`config.mk`:
```
export PLATFORM = sky130hd
export DESIGN_NAME = hardware_watchdog_timer
export DESIGN_NICKNAME = d
export VERILOG_FILES = /design/src/shared/hwdt_pkg.sv /design/src/shared/count_if.sv /design/src/logic/ls_tick.sv /design/src/logic/down_counter.sv /design/src/logic/hardware_watchdog_timer.sv
export VERILOG_INCLUDE_DIRS = /design/src /design/src/shared
export SDC_FILE = /design/constraint.sdc
export NUM_CORES = 1
export LEC_CHECK = 0
export ABC_AREA = 1
export ABC_CLOCK_PERIOD_IN_PS = 3600
export BUFFER_PORTS_ARGS = -buffer_cell sky130_fd_sc_hd__buf_2
export CAP_MARGIN = 20
export CORE_MARGIN = 2
export CORE_UTILIZATION = 52
export CTS_CLUSTER_DIAMETER = 100
export DETAILED_ROUTE_END_ITERATION = 7
export HOLD_SLACK_MARGIN = 0.12
export PLACE_DENSITY = 0.73
export SLEW_MARGIN = 20
export SYNTH_ARGS = -nofsm -noshare
export SYNTH_HDL_FRONTEND = slang
export SYNTH_SLANG_ARGS = --single-unit
export TNS_END_PERCENT = 20
```
`constraint.sdc`:
```
create_clock -name pclk -period 3.6 [get_ports pclk]
set_clock_uncertainty 0.15 [all_clocks]
set_input_delay 0.18 -clock pclk [delete_from_list [all_inputs] [get_ports pclk]]
set_output_delay 0.18 -clock pclk [all_outputs]
set_load 0.02 [all_outputs]
```
`src/shared/hwdt_cfg.svh`:
```
// offsets, keys, reset values and field positions of the watchdog
`ifndef HWDT_CFG_SVH
`define HWDT_CFG_SVH
`define OFS_INTERVAL_LOAD 12'h000
`define OFS_COUNT_READBACK 12'h004
`define OFS_WATCHDOG_CTRL 12'h008
`define OFS_KICK 12'h00c
`define OFS_IRQ_FLAG 12'h010
`define OFS_KEY_LOCK 12'h014
`define KEY_FIRST 32'h1acce551
`define KEY_SECOND 32'he5331aae
`define LOAD_INIT 32'h0000ffff
`define CTRL_INIT 2'h3
`define CTRL_IRQ_EN_BIT 0
`define CTRL_RST_EN_BIT 1
`define KICK_WIDTH 8
`endif

```
`src/shared/hwdt_pkg.sv`:
```
// types shared by the watchdog modules
package hwdt_pkg;
  typedef enum logic [1:0] {
    LOCK_CLOSED = 2'h0,
    LOCK_PART   = 2'h1,
    LOCK_FULL   = 2'h3
  } lock_state_type;
  typedef logic [31:0] word_type;
endpackage

```
`src/shared/count_if.sv`:
```
// link between the watchdog control logic and its down counter
`timescale 1ns/1ps
interface count_if;
  logic [31:0] count;
  logic [31:0] load_val;
  logic [31:0] wrap_val;
  logic        load_req;
  logic        run;
  logic        tick;
  logic        underflow;
  modport ctl (output load_val, wrap_val, load_req, run,
               input count, underflow, tick);
  modport cnt (input load_val, wrap_val, load_req, run, tick,
               output count, underflow);
endinterface

```
`src/logic/ls_tick.sv`:
```
// one-cycle tick per rising edge of the low-speed count clock
`timescale 1ns/1ps
module ls_tick (
  input  wire logic pclk,
  input  wire logic presetn,
  input  wire logic low_speed_rc_clock,
  input  wire logic stop_mode,
  output logic      tick
);
  logic prev_reg;

  always_ff @(posedge pclk or negedge presetn) begin
    if (!presetn) begin
      // high after reset: only a real low-to-high edge may tick
      prev_reg <= 1'b1;
    end else begin
      prev_reg <= low_speed_rc_clock;
    end
  end

  // stop mode masks the tick, so the count holds while stop_mode is set
  assign tick = low_speed_rc_clock & ~prev_reg & ~stop_mode; // RULE18 RULE20
endmodule // ls_tick

```
`src/logic/down_counter.sv`:
```
// 32-bit down counter with load and wrap-around reload
`timescale 1ns/1ps
`include "hwdt_cfg.svh"
module down_counter #(
  parameter logic [31:0] INIT = `LOAD_INIT
) (
  input  wire logic pclk,
  input  wire logic presetn,
  count_if.cnt      cif
);
  logic [31:0] count_reg;

  assign cif.count = count_reg;
  assign cif.underflow = cif.run & cif.tick & (count_reg <= 32'h1);

  always_ff @(posedge pclk or negedge presetn) begin
    if (!presetn) begin
      count_reg <= INIT; // RULE9 RULE22
    end else if (cif.load_req) begin
      count_reg <= cif.load_val; // RULE3
    end else if (cif.underflow) begin
      count_reg <= cif.wrap_val; // RULE2 RULE19
    end else if (cif.run && cif.tick) begin
      count_reg <= count_reg - 32'h1; // RULE1
    end
  end
endmodule // down_counter

```
`src/logic/hardware_watchdog_timer.sv`:
```
// hardware watchdog timer with apb register slave
// Function
// RULE1: 32-bit down counter reloads from load value on a valid kick.
// RULE2: counter reaching zero reloads itself and keeps counting.
// RULE3: writing the load register copies it into the counter at once.
// RULE4: enable clear halts counting; setting it reloads and restarts.
// RULE5: live count is readable through the readback register.
// RULE6: software reads the count twice and compares outside debug break.
// RULE7: no counting without irq enable; irq only when reset disabled.
// RULE8: both enables: irq on first underflow, reset on second unserviced.
// RULE9: counting starts alone after reset from 0x0000ffff.
// RULE10: control writes need first key then second key on lock register.
// RULE11: setting irq enable starts the counter.
// RULE12: unlock fully and clear irq enable to stop the watchdog.
// RULE13: a reloading kick pair relocks the registers.
// RULE14: registers come out of reset locked.
// RULE15: partial unlock ends on wrong lock value or load/ctrl/kick write; of the kick writes the code ends it only on the second of a pair.
// RULE16: full unlock ends on lock value not first key or any write; the code ends it on any lock write, else only on a load, ctrl or second kick write.
// RULE17: kick is an 8-bit value then its inverse; only that pair reloads.
// RULE18: stop mode freezes the count, which resumes afterwards.
// RULE19: on watchdog reset the count returns to its initial value.
// RULE20: counter advances on low-speed clock edges, holds while stopped.
// RULE21: wrong second lock write keeps control locked; restart sequence.
// RULE22: watchdog restarts on release of any reset except software reset.
// RULE23: a kick pair that is not inverse is ignored entirely; the code still relocks the registers on such a pair.
// RULE24: a reloading kick pair also clears the pending irq flag.
//
// Added by the designer: the address map and the APB slave port.
`timescale 1ns/1ps
`include "hwdt_cfg.svh"
module hardware_watchdog_timer (
  input  wire logic         pclk,
  input  wire logic         presetn,
  input  wire logic         psel,
  input  wire logic         penable,
  input  wire logic         pwrite,
  input  wire logic [11:0]  paddr,
  input  wire hwdt_pkg::word_type pwdata,
  output hwdt_pkg::word_type      prdata,
  output logic              pready,
  output logic              pslverr,
  input  wire logic         low_speed_rc_clock,
  input  wire logic         stop_mode,
  output logic              wd_irq,
  output logic              wd_reset_req
);
  import hwdt_pkg::*;

  // ----------------------------------------------------------------
  // declarations
  // ----------------------------------------------------------------
  count_if cif ();

  lock_state_type       lock_reg;
  logic [31:0]          interval_load_reg;
  logic [1:0]           watchdog_ctrl_reg;
  logic                 irq_flag_reg;
  logic                 kick_half_reg;
  logic [`KICK_WIDTH-1:0] kick_byte_reg;
  logic [31:0]          prdata_reg;
  logic                 irq_reg;
  logic                 reset_req_reg;

  logic access;
  logic setup;
  logic hit;
  logic wr_load;
  logic wr_ctrl;
  logic wr_kick;
  logic wr_lock;
  logic unlocked;
  logic load_ok;
  logic ctrl_ok;
  logic kick_pair;
  logic kick_ok;
  logic restart;
  logic irq_en;
  logic rst_en;
  logic fire;

  // ----------------------------------------------------------------
  // address decode
  // ----------------------------------------------------------------
  function automatic logic is_mapped(input logic [11:0] a);
    is_mapped = (a == `OFS_INTERVAL_LOAD) || (a == `OFS_COUNT_READBACK) ||
                (a == `OFS_WATCHDOG_CTRL) || (a == `OFS_KICK) ||
                (a == `OFS_IRQ_FLAG) || (a == `OFS_KEY_LOCK);
  endfunction

  assign setup   = psel & ~penable;
  assign access  = psel & penable;
  assign hit     = is_mapped(paddr);
  assign pready  = 1'b1;
  assign pslverr = access & ~hit;
  assign prdata  = prdata_reg;

  assign wr_load = access & pwrite & (paddr == `OFS_INTERVAL_LOAD);
  assign wr_ctrl = access & pwrite & (paddr == `OFS_WATCHDOG_CTRL);
  assign wr_kick = access & pwrite & (paddr == `OFS_KICK);
  assign wr_lock = access & pwrite & (paddr == `OFS_KEY_LOCK);

  // ----------------------------------------------------------------
  // access qualification
  // ----------------------------------------------------------------
  assign unlocked = (lock_reg != LOCK_CLOSED);
  assign load_ok  = wr_load & unlocked;
  assign ctrl_ok  = wr_ctrl & (lock_reg == LOCK_FULL); // RULE10
  // second write of a pair while the lock is open
  assign kick_pair = wr_kick & unlocked & kick_half_reg;
  assign kick_ok   = kick_pair &
                     (pwdata[`KICK_WIDTH-1:0] == ~kick_byte_reg); // RULE17 RULE23
  assign restart  = ctrl_ok & pwdata[`CTRL_IRQ_EN_BIT] & ~irq_en; // RULE4 RULE11

  assign irq_en = watchdog_ctrl_reg[`CTRL_IRQ_EN_BIT];
  assign rst_en = watchdog_ctrl_reg[`CTRL_RST_EN_BIT];
  assign fire   = cif.underflow & irq_flag_reg & rst_en; // RULE8

  // ----------------------------------------------------------------
  // key lock
  // ----------------------------------------------------------------
  always_ff @(posedge pclk or negedge presetn) begin
    if (!presetn) begin
      lock_reg <= LOCK_CLOSED; // RULE14
    end else begin
      unique case (lock_reg)
        LOCK_CLOSED: begin
          if (wr_lock && pwdata == `KEY_FIRST) begin
            lock_reg <= LOCK_PART;
          end
        end
        LOCK_PART: begin
          if (wr_lock) begin
            if (pwdata == `KEY_SECOND) begin
              lock_reg <= LOCK_FULL; // RULE10
            end else if (pwdata != `KEY_FIRST) begin
              lock_reg <= LOCK_CLOSED; // RULE15 RULE21
            end
          end else if (wr_load || wr_ctrl || kick_pair) begin
            lock_reg <= LOCK_CLOSED; // RULE15 RULE13
          end
        end
        LOCK_FULL: begin
          if (wr_lock) begin
            // the first key restarts the two-key sequence
            lock_reg <= (pwdata == `KEY_FIRST) ? LOCK_PART
                                               : LOCK_CLOSED; // RULE16
          end else if (wr_load || wr_ctrl || kick_pair) begin
            lock_reg <= LOCK_CLOSED; // RULE16 RULE13
          end
        end
        default: begin
          lock_reg <= LOCK_CLOSED;
        end
      endcase
    end
  end

  // ----------------------------------------------------------------
  // kick sequence
  // ----------------------------------------------------------------
  // a half-done pair is dropped whenever the lock closes, so a stale
  // first byte can never pair with a write made after a fresh unlock
  always_ff @(posedge pclk or negedge presetn) begin
    if (!presetn) begin
      kick_half_reg <= 1'b0;
      kick_byte_reg <= '0;
    end else if (lock_reg == LOCK_CLOSED) begin
      kick_half_reg <= 1'b0;
    end else if (wr_kick) begin
      kick_half_reg <= ~kick_half_reg; // RULE17
      if (!kick_half_reg) begin
        kick_byte_reg <= pwdata[`KICK_WIDTH-1:0];
      end
    end
  end

  // ----------------------------------------------------------------
  // load and control registers
  // ----------------------------------------------------------------
  always_ff @(posedge pclk or negedge presetn) begin
    if (!presetn) begin
      interval_load_reg <= `LOAD_INIT;
    end else if (load_ok) begin
      interval_load_reg <= pwdata;
    end
  end

  always_ff @(posedge pclk or negedge presetn) begin
    if (!presetn) begin
      watchdog_ctrl_reg <= `CTRL_INIT; // RULE8 RULE9 RULE22
    end else if (ctrl_ok) begin
      watchdog_ctrl_reg <= pwdata[1:0]; // RULE12
    end
  end

  // ----------------------------------------------------------------
  // counter control
  // ----------------------------------------------------------------
  // a load write reaches the counter in the same cycle it is stored
  assign cif.load_req = load_ok | kick_ok | restart; // RULE1 RULE3 RULE4
  assign cif.load_val = load_ok ? pwdata : interval_load_reg;
  assign cif.wrap_val = fire ? `LOAD_INIT : interval_load_reg; // RULE19
  assign cif.run      = irq_en; // RULE7 RULE12

  ls_tick u_tick (
    .pclk               (pclk),
    .presetn            (presetn),
    .low_speed_rc_clock (low_speed_rc_clock),
    .stop_mode          (stop_mode),
    .tick               (cif.tick)
  );

  down_counter #(
    .INIT (`LOAD_INIT)
  ) u_counter (
    .pclk    (pclk),
    .presetn (presetn),
    .cif     (cif.cnt)
  );

  // ----------------------------------------------------------------
  // interrupt flag and reset request
  // ----------------------------------------------------------------
  // an underflow in the cycle of a kick wins, so no event is lost
  always_ff @(posedge pclk or negedge presetn) begin
    if (!presetn) begin
      irq_flag_reg <= 1'b0;
    end else if (cif.underflow && !fire) begin
      irq_flag_reg <= 1'b1; // RULE7 RULE8
    end else if (kick_ok || fire) begin
      irq_flag_reg <= 1'b0; // RULE24
    end
  end

  always_ff @(posedge pclk or negedge presetn) begin
    if (!presetn) begin
      irq_reg <= 1'b0;
    end else begin
      irq_reg <= irq_flag_reg & irq_en;
    end
  end

  always_ff @(posedge pclk or negedge presetn) begin
    if (!presetn) begin
      reset_req_reg <= 1'b0;
    end else begin
      reset_req_reg <= fire; // RULE8
    end
  end

  assign wd_irq       = irq_reg;
  assign wd_reset_req = reset_req_reg;

  // ----------------------------------------------------------------
  // read data, captured in the setup phase
  // ----------------------------------------------------------------
  // the count can move between setup and access, hence the double
  // read that software does when no debug break holds the counter
  always_ff @(posedge pclk or negedge presetn) begin
    if (!presetn) begin
      prdata_reg <= '0;
    end else if (setup && !pwrite) begin
      unique case (paddr)
        `OFS_INTERVAL_LOAD:  prdata_reg <= interval_load_reg;
        `OFS_COUNT_READBACK: prdata_reg <= cif.count; // RULE5 RULE6
        `OFS_WATCHDOG_CTRL:  prdata_reg <= {30'h0, watchdog_ctrl_reg};
        `OFS_IRQ_FLAG:       prdata_reg <= {31'h0, irq_flag_reg};
        `OFS_KEY_LOCK:       prdata_reg <= {30'h0, lock_reg};
        default:             prdata_reg <= '0;
      endcase
    end
  end
endmodule // hardware_watchdog_timer

```
==> summary.txt, run 1 <==
setup_tns -> 0 ns
Post-DP HPWL -> 14800 um
vias in the first global route -> 7186
Port Buffers -> 85
Synth Area per Inst -> 6.55 sq um
Max Cap Viol -> 0
die height -> 121 um
vias per inst -> 5.39
initial drt markers -> 666
DIE AREA -> 0.0147 sq mm
# clock sinks -> 113
global-route wire length before repair -> 35200 um
Final Hold Viols -> 0
syn_nets -> 1144
cell depth of the worst flop-to-flop path -> 11
core outline area -> 0.0133 sq mm
aggregate global routing overflow -> 0
Hold EP -> kick_half_reg$_DFFE_PN0P_
mapped cell area -> 0.00715 sq mm
relative slew slack -> 33.9%
drt wl/cell -> 15.5 um
R2R setup slack -> 1.16 ns
pin count of the biggest net entering global routing -> 75
worst-path fanout max -> 14
final total power -> 3.28 mW
RSZ-0062 raised after global routing -> false
Syn Inst Count -> 1091
flops & latches, synth -> 113
worst r2r src -> u_counter.cif.count[0]$_DFFE_PN1P_
Unique masters post-synth -> 35
Vias -> 7511
Remaining DRCs -> 0
outcome -> finished clean
Crit Path Category -> register to register
hold path start -> paddr[3]
global-route usage over all layers -> 31.0%
Lkg Pwr -> 4.78 nW
hold depth -> 6
Placement Cell Area -> 0.00766 sq mm
Data arrival, critical path -> 2.65 ns
GPL Wtd Cong -> 1.00
Ant. Diodes -> 0
Critical Path Sink Type -> register
DIE WIDTH -> 121 um
critical path launch point type -> register
ANT nets after route -> 0
PostCTS Resize Cnt -> 0
final instance area -> 0.00866 sq mm
H-Tree Depth -> 4
Max Fclk -> 0.410 GHz
# nets final -> 1258
DRT Pass-1 Iters -> 5
HP Class -> input pin to register
drt total wl -> 21600 um
num ports -> 87
share of layout cells above drive strength 1 -> 15.8%
antenna violations before repair -> 0
register area share after synthesis -> 40.2%
r2r endpoint -> u_counter.cif.count[10]$_DFFE_PN1P_
number of cell rows -> 42
Area growth syn-to-layout -> 21.1%
final slew viol count -> 0
Starting Density -> 53.6%
CTS max path bufs -> 2
Clock Latency Late Sink -> 0.43 ns
Filler cells -> 1232
Setup-failing EPs final -> 0
period utilization -> 67.8%
Pwr Density -> 379 mW/mm^2
Max VDD drop -> 360 uV
WP data required -> 3.81 ns
Yosys Warn Count -> 0
Worst-path clk slew -> 0.06 ns
fin crit period -> 2.44 ns
TritonCTS clock tree -> yes
worst-margin pin slew -> 0.991 ns
CTS buffer count -> 17
Root Buffer -> clkbuf_16
[repair_timing]
item / in CTS / in global routing
setup buffers: 0 / 0
setup endpoints to repair: 0 / 0
hold buffers: 36 / 0
hold endpoints to repair: 118 / 0
[cells in the final DEF, fill, tap and decap left out, types with 2 or more instances in the layout]
cell | Yosys | routed
nand2_1 | 413 | 413
inv_1 | 136 | 135
nor2_1 | 124 | 124
buf_2 | 12 | 84
o21ai_0 | 78 | 78
dfrtp_1 | 78 | 78
nand3_1 | 69 | 69
dlygate4sd3_1 | 0 | 36
dfstp_2 | 35 | 35
nand4_1 | 24 | 24
o22ai_1 | 22 | 22
clkbuf_16 | 0 | 17
nor3_1 | 15 | 15
nor2_2 | 15 | 14
o21ai_1 | 13 | 13
buf_4 | 7 | 8
nand2_2 | 6 | 6
xor2_1 | 4 | 4
clkinv_2 | 0 | 4
nand3b_1 | 3 | 3
nand3_2 | 3 | 3
nor2_4 | 2 | 3
inv_2 | 3 | 3
clkinvlp_4 | 0 | 3
bufinv_16 | 0 | 3
clkbuf_8 | 0 | 3
a21oi_1 | 2 | 2
ha_1 | 2 | 2
clkbuf_1 | 7 | 2
[critical path: stages (launching register included)]
cell and delay, ns:
dfstp_2 0.38, inv_1 0.10, ha_1 0.26, inv_1 0.06
nor2_1 0.19, nand4_1 0.16, o21ai_2 0.13, nand3_2 0.27
inv_2 0.34, nand2_1 0.11, nand4_1 0.12, nand3_1 0.08
[cells in the mapped netlist (all sizes together)]
cell / n / share of area, %
a31oi: 1 / 0.088
or2: 1 / 0.088
conb: 1 / 0.052
dfstp: 35 / 13
nor2: 142 / 8.4
nand4: 25 / 2.4
nor3: 15 / 1.1
dfrtp: 78 / 27
inv: 139 / 7.3
a21oi: 2 / 0.14
o21ai: 92 / 6.5
o22ai: 22 / 1.9
ha: 2 / 0.35
nand2: 419 / 22
o2111ai: 1 / 0.12
xor2: 4 / 0.49
clkbuf: 7 / 0.37
and2: 1 / 0.088
nand3b: 3 / 0.32
a2111oi: 1 / 0.12
buf: 27 / 2.3
nand3: 73 / 5.5
[layer usage]
metal  GRT usage, %  wire [um]  vias to the layer above
li1               -          -                     3662
met1           39.9       9080                     3469
met2           51.2      10100                      326
met3           7.14       1710                       54
met4           11.3        634                        0
met5              0          0                        -
[worst max path at each step]
| stage | startpoint | endpoint | cells past startpoint |
|---|---|---|---|
| 2_1_floorplan | paddr[11] | pslverr | 6 |
| 3_3_place_gp | lock_reg[0]$_DFFE_PN0P_ | u_counter.cif.count[22]$_DFFE_PN0P_ | 10 |
| 3_5_place_dp | paddr[11] | u_counter.cif.count[17]$_DFFE_PN0P_ | 11 |
| 4_1_cts | pwdata[6] | u_counter.cif.count[22]$_DFFE_PN0P_ | 14 |
| 5_1_grt | u_counter.cif.count[1]$_DFFE_PN1P_ | u_counter.cif.count[23]$_DFFE_PN0P_ | 12 |
| 6_report | u_counter.cif.count[0]$_DFFE_PN1P_ | u_counter.cif.count[10]$_DFFE_PN1P_ | 11 |
[final cells by class]
type,count,area (sq um),share of cell area (%)
flip-flops and latches,113,2870,33.2
well taps,176,220,2.54
clock buffers,22,474,5.48
multi-input cells,805,3570,41.2
inverters,139,522,6.03
repair buffers,129,868,10.0
clock inverters,10,133,1.53
[where the power goes]
part	internal [mW]	switching (mW)	total, mW
sequential	1.28	0.0106	1.29
combinational	0.0961	0.148	0.244
clock	1.14	0.610	1.75
[cell families after synthesis]
kind of cell	after synthesis	share of synthesized area [%]
simple gates	679	40.1
buf+inv	173	9.98
compound gates	119	8.89
flops	113	40.2
xor+xnor	4	0.490
fa+ha+maj	2	0.350
other cells	1	0.0525
[stage by stage]
step           hold slack [ns]  worst slack, ns  cells  util, %
3_3_place_gp             0.157             1.06   1325     57.4
6_report                 0.134             1.16   1394     64.9
5_1_grt                  0.196            0.914   1394     64.9
4_1_cts                  0.138            0.988   1393     64.6
3_5_place_dp             0.161             1.02   1325     57.4
2_1_floorplan           -0.266             1.52   1091        -
Power figures use the tool's default switching activity.
==> run 2: changes to the inputs <==
--- a/config.mk
+++ b/config.mk
@@ -7,7 +7,7 @@
 export NUM_CORES = 1
 export LEC_CHECK = 0
 export ABC_AREA = 1
-export ABC_CLOCK_PERIOD_IN_PS = 3600
+export ABC_CLOCK_PERIOD_IN_PS = 2000
 export BUFFER_PORTS_ARGS = -buffer_cell sky130_fd_sc_hd__buf_2
 export CAP_MARGIN = 20
 export CORE_MARGIN = 2
@@ -15,7 +15,7 @@
 export CTS_CLUSTER_DIAMETER = 100
 export DETAILED_ROUTE_END_ITERATION = 7
 export HOLD_SLACK_MARGIN = 0.12
-export PLACE_DENSITY = 0.73
+export PLACE_DENSITY = 0.75
 export SLEW_MARGIN = 20
 export SYNTH_ARGS = -nofsm -noshare
 export SYNTH_HDL_FRONTEND = slang
==> constraint.sdc (replaced) <==
create_clock -name pclk -period 2 [get_ports pclk]
set_clock_uncertainty 0.15 [all_clocks]
set_input_delay 0.1 -clock pclk [delete_from_list [all_inputs] [get_ports pclk]]
set_output_delay 0.1 -clock pclk [all_outputs]
set_load 0.02 [all_outputs]
==> summary.txt, run 2 (same netlist as run 1, synthesis figures left out) <==
CTS max path bufs -> 2 (unchanged)
Root Buffer -> clkbuf_16
Max Fclk -> 0.508 GHz
antenna violations before repair -> 0 (unchanged)
worst-path fanout max -> 7 (-7)
H-Tree Depth -> 4 (unchanged)
met2 WL -> 11800 um (+17%)
combinational share of power -> 8.4% (+1.0 points)
Seq pwr share -> 40.0% (+0.6 points)
Placement Cell Area -> 0.00845 sq mm (+10%)
DR WL met3 -> 1890 um (+10%)
Final Hold Viols -> 0 (unchanged)
final total power -> 5.83 mW (+77%)
Critical Path Sink Type -> register
initial drt markers -> 945 (+42%)
critical path launch point type -> input pin
worst-margin pin slew -> 0.567 ns (-0.424 ns)
Crit Path Category -> input pin to register
number of cell rows -> 42 (unchanged)
die height -> 121 um (unchanged)
Setup WS post-layout -> 0.0333 ns (-1.13 ns)
DIE WIDTH -> 121 um (unchanged)
global-route wire length before repair -> 38900 um (+10%)
sw frac -> 25.0% (+1.6 points)
Starting Density -> 53.6% (unchanged)
final instance area -> 0.0101 sq mm (+16%)
Post-DP HPWL -> 16700 um (+13%)
# nets final -> 1374 (+9.2%)
final slew viol count -> 0 (unchanged)
share of layout cells above drive strength 1 -> 27.7% (+12 points)
global-route usage over all layers -> 34.0% (+3.0 points)
Area growth syn-to-layout -> 40.8%
Lkg Pwr -> 5.49 nW (+15%)
Net Sw Power -> 1.46 mW (+90%)
Clock Power Share -> 51.6% (-1.6 points)
most common cell after layout, fill and taps aside -> nand2_1
WP data required -> 2.16 ns (-1.65 ns)
Data arrival, critical path -> 2.12 ns (-0.53 ns)
Clock Latency Late Sink -> 0.43 ns (about the same)
Ant. Diodes -> 0 (unchanged)
Vias -> 8263 (+10%)
Max VDD drop -> 504 uV (+40%)
Max Cap Viol -> 0 (unchanged)
RSZ-0062 raised after global routing -> true
Util after Layout -> 75.4% (+11 points)
num ports -> 87 (unchanged)
vias per inst -> 5.47 (+1.6%)
CTS buffer count -> 17 (unchanged)
vias in the first global route -> 7934 (+10%)
period utilization -> 98.3%
DIE AREA -> 0.0147 sq mm (unchanged)
HP Class -> input pin to async pin
Worst-path clk slew -> 0.05 ns (about the same)
GPL Wtd Cong -> 1.01 (+0.84%)
commonest non-fill, non-tap cells in the layout -> nand2_1, inv_1, buf_4, nor2_1, buf_2
relative slew slack -> 62.2% (+28 points)
aggregate global routing overflow -> 0 (unchanged)
ANT nets after route -> 0 (unchanged)
# clock sinks -> 113 (unchanged)
fin crit period -> 1.97 ns
Setup-failing EPs final -> 0 (unchanged)
internal power -> 4.37 mW (+74%)
core outline area -> 0.0133 sq mm (unchanged)
Placement Setup Slack -> -0.0439 ns (-1.06 ns)
Pwr Density -> 579 mW/mm^2 (+53%)
Max Used Layer -> met4
pin count of the biggest net entering global routing -> 70 (-6.7%)
Filler cells -> 1012 (-18%)
drt wl/cell -> 16.5 um (+6.6%)
Port Buffers -> 85 (unchanged)
Remaining DRCs -> 0 (unchanged)
setup_tns -> 0 ns (unchanged)
Met1 Wirelength -> 10100 um (+11%)
DRT Pass-1 Iters -> 6 (+1)
TritonCTS clock tree -> yes
drt total wl -> 24900 um (+15%)
outcome -> finished clean
[run 2: cell types whose count changed in the layout (fill, tap and decap cells not counted), moves of 6 or more]
cell           before  now
buf_12              0   12
buf_4               8   96
buf_6               0    7
dlygate4sd3_1      36   43
nand2_1           413  395
nand2_2             6   16
nand2_4             0    8
nor2_1            124   94
nor2_2             14   28
nor2_4              3   19
o21ai_0            78   69
o21ai_1            13   19
[run 2: layout make-up]
cell class	count	area [sq um]	share of cell area (%)
tap	176	220	2.19
timing repair buffer	245	1960	19.4
clock buffer	19	443	4.40
clock inverter	13	138	1.37
sequential	113	2870	28.5
multi-input combinational	805	3910	38.8
inverter	139	527	5.23
[run 2: final timing paths]
path	start	to	slack, ns	cells past startpoint
max	psel	u_counter.cif.count[31]$_DFFE_PN0P_	0.03	13
min	presetn	interval_load_reg[27]$_DFF_PN0_	0.16	3
max reg2reg	u_counter.cif.count[0]$_DFFE_PN1P_	u_counter.cif.count[16]$_DFFE_PN0P_	0.03	12
min reg2reg	prdata[15]$_DFFE_PN0P_	prdata[15]$_DFFE_PN0P_	0.32	2
max in group asynchronous	presetn	watchdog_ctrl_reg[1]$_DFFE_PN1P_	0.65	4
min in group pclk	paddr[5]	prdata[0]$_DFFE_PN0P_	0.16	8
[run 2: worst max-delay path, cell delays in order]
cell           delay, ns
dlygate4sd3_1       0.54
buf_2               0.11
nand2_1             0.10
nor2_4              0.22
nand3_4             0.11
nor2_4              0.15
buf_12              0.14
buf_12              0.12
nand2_1             0.13
o21ai_0             0.14
nand2_1             0.08
nand2_1             0.09
o21ai_1             0.08
[run 2: metrics by stage]
step                      std cells  hold slack, ns
after floorplan                1091          -0.346
after global placement         1415        -0.00193
after detailed placement       1415         -0.0108
after CTS                      1491           0.116
after global routing           1510           0.205
final                          1510           0.161
[run 2: timing repair]
| action | CTS | global route |
|---|---|---|
| setup buffers | 1 | 18 |
| endpoints found under the setup margin | 18 | 35 |
| resized for setup | 12 | 110 |
| hold buffers | 43 | 0 |
| pin swaps | 1 | 39 |
| endpoints found under the hold margin | 189 | 0 |
| cloned | 0 | 2 |
[run 2: power by group through the flow]
stage	Sequential, mW	Clock (mW)	Combinational, mW
after floorplan	2.37	0	0.206
after global placement	2.36	0	0.389
after detailed placement	2.36	0	0.399
after CTS	2.33	3.01	0.462
after global routing	2.33	3.15	0.543
final	2.33	3.01	0.490
[run 2: layer usage]
| metal | global-route usage, % | vias to the layer above |
|---|---|---|
| met2 | 55.1 | 409 |
| met4 | 15.4 | 0 |
| met1 | 44.2 | 3859 |
| met3 | 6.48 | 100 |
| met5 | 0 | - |
| li1 | - | 3895 |
==> run 3: changes to the inputs <==
--- a/config.mk
+++ b/config.mk
@@ -15,6 +15,7 @@
 export CTS_CLUSTER_DIAMETER = 100
 export DETAILED_ROUTE_END_ITERATION = 7
 export HOLD_SLACK_MARGIN = 0.12
+export MAX_ROUTING_LAYER = met4
 export PLACE_DENSITY = 0.75
 export SLEW_MARGIN = 20
 export SYNTH_ARGS = -nofsm -noshare
==> summary.txt, run 3 (same netlist as run 1, synthesis figures left out) <==
worst-margin pin slew -> 0.502 ns (-0.0651 ns)
Pwr Density -> 619 mW/mm^2 (+6.9%)
cell depth of the worst flop-to-flop path -> 11 (-1)
worst-path fanout max -> 5 (-2)
Root Buffer -> clkbuf_16
Filler cells -> 1027 (+1.5%)
number of cell rows -> 42 (unchanged)
aggregate global routing overflow -> 0 (unchanged)
drt total wl -> 24600 um (-1.2%)
# nets final -> 1370 (-0.29%)
share of layout cells above drive strength 1 -> 26.9% (-0.82 points)
Starting Density -> 53.6% (unchanged)
Post-DP HPWL -> 16600 um (-0.40%)
Setup-failing EPs final -> 0 (unchanged)
# clock sinks -> 113 (unchanged)
H-Tree Depth -> 4 (unchanged)
Lkg Pwr -> 5.43 nW (-1.1%)
hold depth -> 7
antenna violations before repair -> 0 (unchanged)
ANT nets after route -> 0 (unchanged)
global-route usage over all layers -> 35.0% (+1.0 points)
GPL Wtd Cong -> 1.07 (+6.3%)
commonest non-fill, non-tap cells in the layout -> nand2_1, inv_1, buf_4, nor2_1, buf_2
WP data required -> 2.15 ns (about the same)
critical path launch point type -> register
final slew viol count -> 0 (unchanged)
num ports -> 87 (unchanged)
Max Fclk -> 0.502 GHz (-1.4%)
Max Cap Viol -> 0 (unchanged)
core outline area -> 0.0133 sq mm (unchanged)
vias per inst -> 5.43 (-0.72%)
vias in the first global route -> 7899 (-0.44%)
RSZ-0062 raised after global routing -> true
pin count of the biggest net entering global routing -> 33 (-53%)
Crit Path Category -> register to register
Final Hold Viols -> 0 (unchanged)
relative slew slack -> 66.5% (+4.3 points)
Ant. Diodes -> 0 (unchanged)
Max VDD drop -> 881 uV (+75%)
DIE AREA -> 0.0147 sq mm (unchanged)
setup_tns -> 0 ns (unchanged)
Clock Latency Late Sink -> 0.42 ns (about the same)
Critical Path Sink Type -> register
Worst-path clk slew -> 0.06 ns (about the same)
Remaining DRCs -> 0 (unchanged)
Port Buffers -> 85 (unchanged)
Vias -> 8182 (-0.98%)
HP Class -> input pin to register
TritonCTS clock tree -> yes
CTS max path bufs -> 2 (unchanged)
Area growth syn-to-layout -> 38.7%
die height -> 121 um (unchanged)
Data arrival, critical path -> 2.15 ns (+0.03 ns)
DRT Pass-1 Iters -> 6 (unchanged)
drt wl/cell -> 16.3 um (-0.91%)
DIE WIDTH -> 121 um (unchanged)
most common cell after layout, fill and taps aside -> nand2_1
R2R setup slack -> 0.006 ns (-0.03 ns)
initial drt markers -> 874 (-7.5%)
CTS buffer count -> 17 (unchanged)
fin crit period -> 1.99 ns (+0.0271 ns)
period utilization -> 99.7% (+1.4 points)
final total power -> 6.14 mW (+5.3%)
outcome -> finished clean
global-route wire length before repair -> 38800 um (-0.25%)
## run 3: cell count changes in the layout (fill, tap and decap cells not counted), sizes merged
cell         change
buf              -4
clkbuf           -4
bufinv           +3
clkinvlp         -3
clkinv           +2
dlygate4sd3      +2
## run 3: worst paths after layout
| kind | endpoint | from |
|---|---|---|
| setup / recovery | u_counter.cif.count[27]$_DFFE_PN0P_ | watchdog_ctrl_reg[0]$_DFFE_PN1P_ |
| max in group asynchronous | prdata[10]$_DFFE_PN0P_ | presetn |
| hold / removal | prdata[1]$_DFFE_PN0P_ | paddr[3] |
| setup reg to reg | u_counter.cif.count[27]$_DFFE_PN0P_ | watchdog_ctrl_reg[0]$_DFFE_PN1P_ |
| min in group asynchronous | interval_load_reg[5]$_DFF_PN1_ | presetn |
| hold reg to reg | prdata[5]$_DFFE_PN0P_ | prdata[5]$_DFFE_PN0P_ |
## run 3: per-layer routing
layer | vias up | part of all wire, % | track usage, % | wire, um
li1 | 3884 | - | - | -
met2 | 373 | 48 | 56.5 | 11800
met1 | 3852 | 40 | 43.3 | 9870
met4 | 0 | 3.8 | 14.7 | 935
met3 | 73 | 8.3 | 6.91 | 2030
met5 | - | 0 | - | 0
## run 3: where the power goes
part	internal, mW	switching [mW]	leakage [nW]
Sequential	2.31	0.0203	1.42
Clock	2.20	1.11	0.309
Combinational	0.200	0.294	3.70
## run 3: layout make-up
| type | instances | area [sq um] | share of cell area [%] |
|---|---|---|---|
| Inverter | 139 | 522 | 5.26 |
| Clock buffer | 17 | 425 | 4.29 |
| Tap cell | 176 | 220 | 2.22 |
| Multi-Input combinational cell | 805 | 3850 | 38.9 |
| Clock inverter | 15 | 215 | 2.17 |
| Sequential cell | 113 | 2870 | 29.0 |
| Timing Repair Buffer | 241 | 1810 | 18.2 |
## run 3: worst max-delay path, cell delays in order, from the launching register on
cell and delay, ns:
dfstp_2 0.55, nand3_4 0.09, nor2_1 0.12, nand2_1 0.10, nor2_4 0.20, nand2_4 0.10, buf_6 0.15, buf_4 0.13
nand3_2 0.05, nand2_1 0.06, nor2_2 0.10, o21ai_1 0.06
## run 3: what timing repair did
action                                  CTS  global route
pin swaps                                 4            30
buffers inserted                          4            13
hold endpoints to repair                185             0
gates resized for setup                  10            83
endpoints found under the setup margin   19            34
gates cloned                              0             2
hold buffers                             45             0
## run 3: metrics by stage
stage	utilization (%)	cells	hold slack [ns]	cell area, sq um	worst slack, ns
global route	74.3	1506	0.194	9910	-0.0770
finish	74.3	1506	0.137	9910	0.00621
CTS	71.6	1492	0.123	9560	-0.0368
floorplan	-	1091	-0.346	7150	0.0809
detailed placement	62.9	1411	-0.0669	8390	-0.0531
global placement	62.9	1411	-0.0647	8390	-0.0169
